**src/gpj_pkg.sv**
```systemverilog
// Package for the five-bit port: register map, field layouts and state types
package gpj_pkg;
   localparam int GPJ_NPINS = 5;
   localparam logic [11:0] GPJ_OFS_DATA = 12'h000;
   localparam logic [11:0] GPJ_OFS_OE = 12'h004;
   localparam logic [11:0] GPJ_OFS_FUNC = 12'h008;
   localparam logic [11:0] GPJ_OFS_RSVD = 12'h010;
   localparam logic [11:0] GPJ_OFS_PUP = 12'h02c;
   localparam logic [11:0] GPJ_OFS_IE = 12'h038;
   localparam logic [11:0] GPJ_OFS_IRQ_STAT = 12'h040;
   localparam logic [11:0] GPJ_OFS_IRQ_MASK = 12'h044;
   localparam logic [11:0] GPJ_OFS_CTRL = 12'h048;
   localparam logic [31:0] GPJ_BASE_ADDR = 32'h4000_0240;
   localparam logic [11:0] GPJ_ADDR_MASK = 12'hfff;
   localparam logic [7:0] GPJ_WBYTE_MASK = 8'hff;
   localparam logic [4:0] GPJ_RESET_BITS = 5'h00;
   localparam int GPJ_TIMER_PIN = 4;
   localparam int GPJ_NIRQ = 4;
   localparam int GPJ_CTRL_STOP_BIT = 0;
   localparam int GPJ_CTRL_DRV_BIT = 1;
   localparam logic [1:0] GPJ_HTRANS_NONSEQ = 2'h2;
   localparam logic [1:0] GPJ_HTRANS_SEQ = 2'h3;

   typedef enum logic [1:0] {
      GPJ_IDLE = 2'h0,
      GPJ_WDATA = 2'h1,
      GPJ_RDATA = 2'h3
   } gpj_phase_t;

   typedef struct packed {
      logic [7:0] data;
      logic [7:0] oe;
      logic [7:0] func;
      logic [7:0] pup;
      logic [7:0] ie;
   } gpj_regs_t;

   typedef struct packed {
      logic [4:0] out;
      logic [4:0] oe;
      logic [4:0] pup;
      logic [4:0] ibuf;
   } gpj_pad_t;
endpackage

```
**src/gpj_sync.sv**
```systemverilog
// Three-stage pin synchroniser with agreement filter
`timescale 1ns/10ps
module gpj_sync
   import gpj_pkg::*;
(
   // Clock and reset
   input wire logic hclk,
   input wire logic hresetn,
   // Pins in, filtered level out
   input wire logic [GPJ_NPINS-1:0] din,
   output logic [GPJ_NPINS-1:0] dout
);
   typedef struct packed {
      logic [GPJ_NPINS-1:0] s1;
      logic [GPJ_NPINS-1:0] s2;
      logic [GPJ_NPINS-1:0] s3;
      logic [GPJ_NPINS-1:0] lvl;
   } gpj_sync_st_t;

   gpj_sync_st_t st_q;
   gpj_sync_st_t st_d;

   always_comb begin
      st_d = st_q;
      st_d.s1 = din;
      st_d.s2 = st_q.s1;
      st_d.s3 = st_q.s2;
      // First stage only feeds the second; filter sees stages two and three
      for (int i = 0; i < GPJ_NPINS; i++) begin
         if (st_q.s2[i] == st_q.s3[i]) begin
            st_d.lvl[i] = st_q.s3[i];
         end
      end
   end

   always_ff @(posedge hclk or negedge hresetn) begin
      if (!hresetn) begin
         st_q <= '0;
      end else begin
         st_q <= st_d;
      end
   end

   assign dout = st_q.lvl;
endmodule

```
**src/gpj_port.sv**
```systemverilog
// Five-bit general-purpose port with timer output and external interrupt inputs
`timescale 1ns/10ps
// Operation
// - Five pins, each with its own input and output enable.
// - Reset leaves every pin general-purpose with input, output and pull-up off and all control bits zero.
// - With interrupt function and input enabled, the interrupt input stays live in stop even with pin drive off.
// - Outside stop an enabled input feeds its interrupt line whatever the function select; software masks unused ones.
// - Registers decode at base 0x4000_0240: data 0x0, output 0x4, function 0x8, pull-up 0x2c, input 0x38.
// - Data register holds pin bits 4-0, bits 31-8 read zero, bits 7-5 written as zero; the code stores bits 7-5 as written and reads them as zero.
// - Output control bit one turns the pin driver on.
// - Function bit one routes the timer output to pin 4 and pins 3-0 to external interrupts 3-0.
// - Pull-up control bit one turns the pin pull-up on.
// - Input control bit one opens the input buffer, zero blocks input and interrupt paths.
module gpj_port
   import gpj_pkg::*;
(
   // Clock and reset
   input wire logic hclk,
   input wire logic hresetn,
   // AHB-Lite slave
   input wire logic hsel,
   input wire logic [31:0] haddr,
   input wire logic [1:0] htrans,
   input wire logic hwrite,
   input wire logic [2:0] hsize,
   input wire logic [31:0] hwdata,
   input wire logic hready,
   output logic [31:0] hrdata,
   output logic hreadyout,
   output logic hresp,
   // Pins
   input wire logic [GPJ_NPINS-1:0] port_pins_in,
   output logic [GPJ_NPINS-1:0] port_pins_out,
   output logic [GPJ_NPINS-1:0] port_pins_oe,
   output logic [GPJ_NPINS-1:0] port_pins_pullup,
   output logic [GPJ_NPINS-1:0] port_pins_ibuf_en,
   // Chip side
   input wire logic timer_six_output,
   input wire logic stop_mode,
   input wire logic stop_pin_drive_bit,
   output logic [GPJ_NIRQ-1:0] ext_irq,
   output logic irq
);
   typedef struct packed {
      gpj_regs_t regs;
      gpj_phase_t phase;
      logic [11:0] addr;
      logic [31:0] rdata;
      logic [GPJ_NIRQ-1:0] irq_stat;
      logic [GPJ_NIRQ-1:0] irq_mask;
      logic [GPJ_NIRQ-1:0] irq_prev;
      logic [GPJ_NIRQ-1:0] ext_irq;
      gpj_pad_t pad;
      logic irq;
   } gpj_state_t;

   gpj_state_t st_q;
   gpj_state_t st_d;
   logic [GPJ_NPINS-1:0] pin_level;

   gpj_sync u_sync (
      .hclk(hclk),
      .hresetn(hresetn),
      .din(port_pins_in),
      .dout(pin_level)
   );

   // Low byte of a register word; bits above read as zero
   function automatic logic [31:0] gpj_rd8(input logic [7:0] v);
      gpj_rd8 = {24'h000000, v};
   endfunction

   // Base is not aligned to the window size, so decode by distance from the base
   function automatic logic gpj_hit(input logic [31:0] a);
      gpj_hit = (a - GPJ_BASE_ADDR) <= 32'(GPJ_ADDR_MASK);
   endfunction

   logic [GPJ_NIRQ-1:0] irq_live;
   logic [GPJ_NIRQ-1:0] irq_rise;
   logic [GPJ_NPINS-1:0] data_rd;
   logic [GPJ_NPINS-1:0] out_mux;
   logic [GPJ_NPINS-1:0] oe_eff;
   logic in_stop;

   always_comb begin
      st_d = st_q;
      in_stop = stop_mode;
      // Interrupt lines gated by input enable only; stop requires the function too
      for (int i = 0; i < GPJ_NIRQ; i++) begin
         if (in_stop) begin
            irq_live[i] = st_q.regs.ie[i] & st_q.regs.func[i] & pin_level[i];
         end else begin
            irq_live[i] = st_q.regs.ie[i] & pin_level[i];
         end
      end
      irq_rise = irq_live & ~st_q.irq_prev;
      st_d.irq_prev = irq_live;
      st_d.ext_irq = irq_live;

      // Sampled level where the input buffer is on, latch otherwise
      data_rd = (pin_level & st_q.regs.ie[GPJ_NPINS-1:0])
              | (st_q.regs.data[GPJ_NPINS-1:0] & ~st_q.regs.ie[GPJ_NPINS-1:0]);

      // Output mux: pin 4 may carry the timer
      out_mux = st_q.regs.data[GPJ_NPINS-1:0];
      if (st_q.regs.func[GPJ_TIMER_PIN]) begin
         out_mux[GPJ_TIMER_PIN] = timer_six_output;
      end
      oe_eff = st_q.regs.oe[GPJ_NPINS-1:0];
      // Stop with drive off releases every driver; interrupt inputs with function select set stay live
      if (in_stop && !stop_pin_drive_bit) begin
         oe_eff = '0;
      end
      st_d.pad.out = out_mux;
      st_d.pad.oe = oe_eff;
      st_d.pad.pup = st_q.regs.pup[GPJ_NPINS-1:0];
      st_d.pad.ibuf = st_q.regs.ie[GPJ_NPINS-1:0];

      // Sticky status; a new edge wins over a write-one clear
      st_d.irq_stat = st_q.irq_stat;

      case (st_q.phase)
         GPJ_WDATA: begin
            if (st_q.addr == GPJ_OFS_DATA) begin
               st_d.regs.data = hwdata[7:0] & GPJ_WBYTE_MASK;
            end else if (st_q.addr == GPJ_OFS_OE) begin
               st_d.regs.oe = hwdata[7:0];
            end else if (st_q.addr == GPJ_OFS_FUNC) begin
               st_d.regs.func = hwdata[7:0];
            end else if (st_q.addr == GPJ_OFS_PUP) begin
               st_d.regs.pup = hwdata[7:0];
            end else if (st_q.addr == GPJ_OFS_IE) begin
               st_d.regs.ie = hwdata[7:0];
            end else if (st_q.addr == GPJ_OFS_IRQ_STAT) begin
               st_d.irq_stat = st_q.irq_stat & ~hwdata[GPJ_NIRQ-1:0];
            end else if (st_q.addr == GPJ_OFS_IRQ_MASK) begin
               st_d.irq_mask = hwdata[GPJ_NIRQ-1:0];
            end
         end
         default: begin
         end
      endcase
      st_d.irq_stat = st_d.irq_stat | irq_rise;
      st_d.irq = |(st_d.irq_stat & st_d.irq_mask);

      // Address phase; reserved and unmapped words read zero and ignore writes
      st_d.phase = GPJ_IDLE;
      st_d.rdata = '0;
      if (hsel && hready && (htrans == GPJ_HTRANS_NONSEQ || htrans == GPJ_HTRANS_SEQ)) begin
         st_d.addr = 12'(haddr - GPJ_BASE_ADDR);
         if (!gpj_hit(haddr)) begin
            st_d.addr = GPJ_OFS_RSVD;
         end
         if (hwrite) begin
            st_d.phase = GPJ_WDATA;
         end else begin
            st_d.phase = GPJ_RDATA;
            if (st_d.addr == GPJ_OFS_DATA) begin
               st_d.rdata = gpj_rd8({3'h0, data_rd});
            end else if (st_d.addr == GPJ_OFS_OE) begin
               st_d.rdata = gpj_rd8(st_d.regs.oe);
            end else if (st_d.addr == GPJ_OFS_FUNC) begin
               st_d.rdata = gpj_rd8(st_d.regs.func);
            end else if (st_d.addr == GPJ_OFS_PUP) begin
               st_d.rdata = gpj_rd8(st_d.regs.pup);
            end else if (st_d.addr == GPJ_OFS_IE) begin
               st_d.rdata = gpj_rd8(st_d.regs.ie);
            end else if (st_d.addr == GPJ_OFS_IRQ_STAT) begin
               st_d.rdata = gpj_rd8({4'h0, st_d.irq_stat});
            end else if (st_d.addr == GPJ_OFS_IRQ_MASK) begin
               st_d.rdata = gpj_rd8({4'h0, st_d.irq_mask});
            end else if (st_d.addr == GPJ_OFS_CTRL) begin
               st_d.rdata = gpj_rd8({6'h00, stop_pin_drive_bit, in_stop});
            end
         end
      end
   end

   always_ff @(posedge hclk or negedge hresetn) begin
      if (!hresetn) begin
         st_q <= '0;
      end else begin
         st_q <= st_d;
      end
   end

   assign hrdata = st_q.rdata;
   assign hreadyout = 1'b1;
   assign hresp = 1'b0;
   assign port_pins_out = st_q.pad.out;
   assign port_pins_oe = st_q.pad.oe;
   assign port_pins_pullup = st_q.pad.pup;
   assign port_pins_ibuf_en = st_q.pad.ibuf;
   assign ext_irq = st_q.ext_irq;
   assign irq = st_q.irq;
endmodule

```
**config.mk**
```make
export PLATFORM = sky130hd
export DESIGN_NAME = gpj_port
export DESIGN_NICKNAME = d
export VERILOG_FILES = /design/src/gpj_pkg.sv /design/src/gpj_sync.sv /design/src/gpj_port.sv
export SDC_FILE = /design/constraint.sdc
export NUM_CORES = 1
export LEC_CHECK = 0
export BUFFER_PORTS_ARGS = -buffer_cell sky130_fd_sc_hd__buf_2
export CAP_MARGIN = 20
export CORE_MARGIN = 4
export CORE_UTILIZATION = 50
export DETAILED_ROUTE_END_ITERATION = 8
export HOLD_SLACK_MARGIN = 0.08
export MAX_ROUTING_LAYER = met4
export PLACE_DENSITY = 0.79
export RECOVER_POWER = 100
export SYNTH_ARGS = -nofsm -noshare
export SYNTH_HDL_FRONTEND = slang
export SYNTH_SLANG_ARGS = --single-unit
```
**constraint.sdc**
```tcl
create_clock -name hclk -period 6.6 [get_ports hclk]
set_clock_uncertainty 0.05 [all_clocks]
set_input_delay 0.66 -clock hclk [delete_from_list [all_inputs] [get_ports hclk]]
set_output_delay 0.66 -clock hclk [all_outputs]
set_load 0.01 [all_outputs]
```
==> impl_metrics.yaml <==
synth:
  synth-edff-count: 0
  ys.warnings.count: 0
  synthCells: 480
  syn-cell-area_sq_mm: 0.005478
  seq_area_frac_synth_pct: 51.16
  yosys_register_bits: 112
  yosys.cell_types.count: 63
  async_flop_share_pct: 100.0
  postSynthAreaPerCell_sq_um: 11.41
  synth_ff_type: "dfrtp_1"
clock_network:
  clock-root-buffer: "clkbuf_8"
  clk_path_buf_depth: 2
  clkSinkCount: 112
  post_cts_buffers: 0
  cts_repair_resized_insts: 0
  clock_latency_ps: 380
  number_of_hold_buffers_added_after_cts: 0
  h-tree-depth: 3
  clock_tree_from_tritoncts: "done"
  clk_transition_reported_paths_ps: 110
  cts_inserted_buffers: 9
setup_path:
  r2r_setup_slack_ps: 2850
  worst_reg2reg_path_depth: 6
  path_max_fanout: 19
  setup.worst_path.end_class: "flop"
  critPathLaunchType: "primary input"
  r2r_start: "st_q[76]"
  regToRegEndpoint: "hrdata[1]"
  timing_worst_setup_path_type: "in2reg"
  critical_path_required_ps: 6770
  timing.critical_path.arrival_ps: 4050
global_route:
  grt_first_pass_wirelength_mm: 19.46
  grt_overflow_total: 0
  overall_fraction_of_global_route_tracks_in_use_pct: 19.79
  grt_max_degree: 69
  grt_pass1_vias: 3885
  number_of_antenna_violations_at_the_first_check_in_global_routing: 0
power:
  finalPower_uw: 1230
  worst_ir_drop_on_vdd_uv: 105.8
  power_density_mw_per_mm2: 213.0
  p_leak_uw: 0.002585
die:
  core_region_area_sq_mm: 0.01051
  floorplan.rows: 37
  initial_utilization_pct: 52.13
  design.portCount: 141
  die_x_microns: 112.7
  dieHeight_microns: 112.7
  die_ar_sq_mm: 0.01269
placement:
  placer_congestion_estimate: 0.9313
  placedCellCount: 662
  place.port_buffers: 86
  dp_hpwl_mm: 9.011
final_layout:
  stdcell_count: 678
  final_layout_size_suffix_gt1_share_pct: 16.97
  area_growth_from_synthesis_to_final_layout_pct: 5.391
  n_antenna_cell: 0
  net_count_final: 620
  fin_util_pct: 54.94
sta:
  slew_violations: 115
  worst_slew_pin_slew_ps: 2258
  grt_setup_unrepaired: "false"
  fin_crit_sh_pct: 58.84
  timing.final.hold_violations: 0
  relSlewSlack_pct: -50.52
  final-setup-viol-count: 0
  timing.fmax_ghz: 0.2575
  timing.setup.tns_ps: 0
  post-route-min-period_ps: 3883
min_path:
  holdPathEnd: "u_sync.st_d[5]"
  timing.hold.worst.start: "u_sync.st_d[10]"
  hold_path.class: "reg2reg"
  hold_path_depth: 0
route:
  drc: 0
  antenna_violating_nets_post_route: 0
  drt_iter0_drc: 269
  routed_wl_mm: 12.19
  detail_routed_via_count_per_cell: 5.670
  routed-via-count: 3844
  wl_per_cell_microns: 17.98
  detailedRoute.firstPassIterationCount: 5
run_status:
  run_status: "complete, but fails checks"
  violations_in_the_final_reports: "capacitance limit, slew limit"
flow_run:
  drv.max_cap_violation_count: 2
## cell type report
class                   instances  area [sq um]
clock inverters                 6         50.05
inverters                      22         82.58
repair buffers                 88         392.9
clock buffers                  10         127.6
multi-input cells             304          2147
well taps                     136         170.2
fillers                       892          4736
flip-flops and latches        112          2803
## logic make-up (layout without fill, tap and decap cells)
logic type / count (synthesis) / in the layout / synth area share [%]
AND/OR/NAND/NOR: 147 / 147 / 15.35
XOR/XNOR: 7 / 7 / 1.119
adder cells (fa/ha/maj): 6 / 6 / 1.142
buffers and inverters: 88 / 126 / 10.44
flip-flops: 112 / 112 / 51.16
other: 2 / 26 / 0.1371
AO/OA/AOI/OAI: 76 / 76 / 12.13
multiplexers: 42 / 42 / 8.520
## flip-flops by register name (all words and copies together), names as in the netlist
signal / cells
ext_irq: 4
hrdata: 8
irq: 1
out_mux: 4
port_pins_ibuf_en: 5
port_pins_oe: 5
port_pins_out: 5
port_pins_pullup: 5
st_d: 10
st_q: 45
u_sync.dout: 5
u_sync.st_d: 10
u_sync.st_q: 5
## cells in the mapped netlist, types with 3 or more instances
cell type	instances	share of area, %
a22oi_1	3	0.41
nand2_1	39	2.7
or3_1	4	0.46
o31ai_1	5	0.69
buf_4	58	7.9
a2111oi_2	3	0.82
o21ai_0	15	1.4
xnor2_1	7	1.1
clkbuf_1	6	0.41
nand3_1	6	0.55
nor4b_1	5	0.80
o211ai_1	4	0.55
a21oi_1	6	0.55
dfrtp_1	112	51
nor2b_1	7	0.80
or4_1	3	0.41
nor3_2	4	0.73
and4_1	3	0.48
nor2_1	19	1.3
nand4_1	11	1.3
a221o_1	5	0.91
nor3_1	13	1.2
mux2i_1	5	0.91
a211oi_1	5	0.69
nand2b_1	4	0.46
o31ai_4	7	2.7
maj3_1	5	0.91
mux2_2	37	7.6
nor4_1	7	0.80
inv_1	22	1.5
and2_1	7	0.80
a31oi_1	3	0.34
## metrics by stage
stage	setup WS (ps)	hold WS [ps]	area, sq um
global route	2243	305.0	5773
floorplan	3420	281.2	5568
global placement	3046	282.6	5697
detailed placement	2996	288.6	5697
finish	2717	308.1	5773
CTS	3391	212.6	5874
## how the worst max path moves through the flow
stage | from | end | slack (ps) | cells past startpoint
2_1_floorplan | haddr[21] | st_q[69] | 3420 | 8
3_3_place_gp | haddr[21] | hrdata[1] | 3050 | 7
3_5_place_dp | haddr[21] | hrdata[1] | 3000 | 7
4_1_cts | st_q[76] | hrdata[1] | 3390 | 7
5_1_grt | hresetn | st_q[71] | 2240 | 2
6_report | haddr[19] | hrdata[2] | 2720 | 7
## worst max-delay path, cell delays in order
cell and delay, ps:
clkbuf_1 120, or4_1 530, or4_1 450, or4_1 430, xnor2_1 150, or4_1 940
a2111oi_0 750
## power breakdown
part	switching [uW]	internal, uW	total [uW]
Combinational	79.4	41.3	121
Sequential	14.2	716	730
Clock	236	143	379
## cells in the final DEF (no fill, tap or decap), types with 7 or more instances in the layout
cell type | synthesis | layout
o21ai_0 | 15 | 15
clkbuf_1 | 6 | 39
nor3_1 | 13 | 16
mux2_2 | 37 | 10
nor4_1 | 7 | 7
conb_1 | 2 | 26
buf_2 | 0 | 49
nor4b_1 | 5 | 7
nor2b_1 | 7 | 7
o31ai_4 | 7 | 7
mux2_1 | 0 | 27
nand2_1 | 39 | 39
xnor2_1 | 7 | 7
dfrtp_1 | 112 | 112
nand4_1 | 11 | 11
inv_1 | 22 | 22
nor2_1 | 19 | 20
clkbuf_8 | 0 | 9
## routing by layer
metal / part of all wire, % / global-route usage (%) / vias to the layer above
met2: 48 / 30.77 / 178
met5: 0 / - / -
met3: 8.5 / 4.151 / 20
met4: 1.9 / 7.372 / 0
li1: - / - / 1768
met1: 41 / 25.67 / 1878
Power figures use the tool's default switching activity.
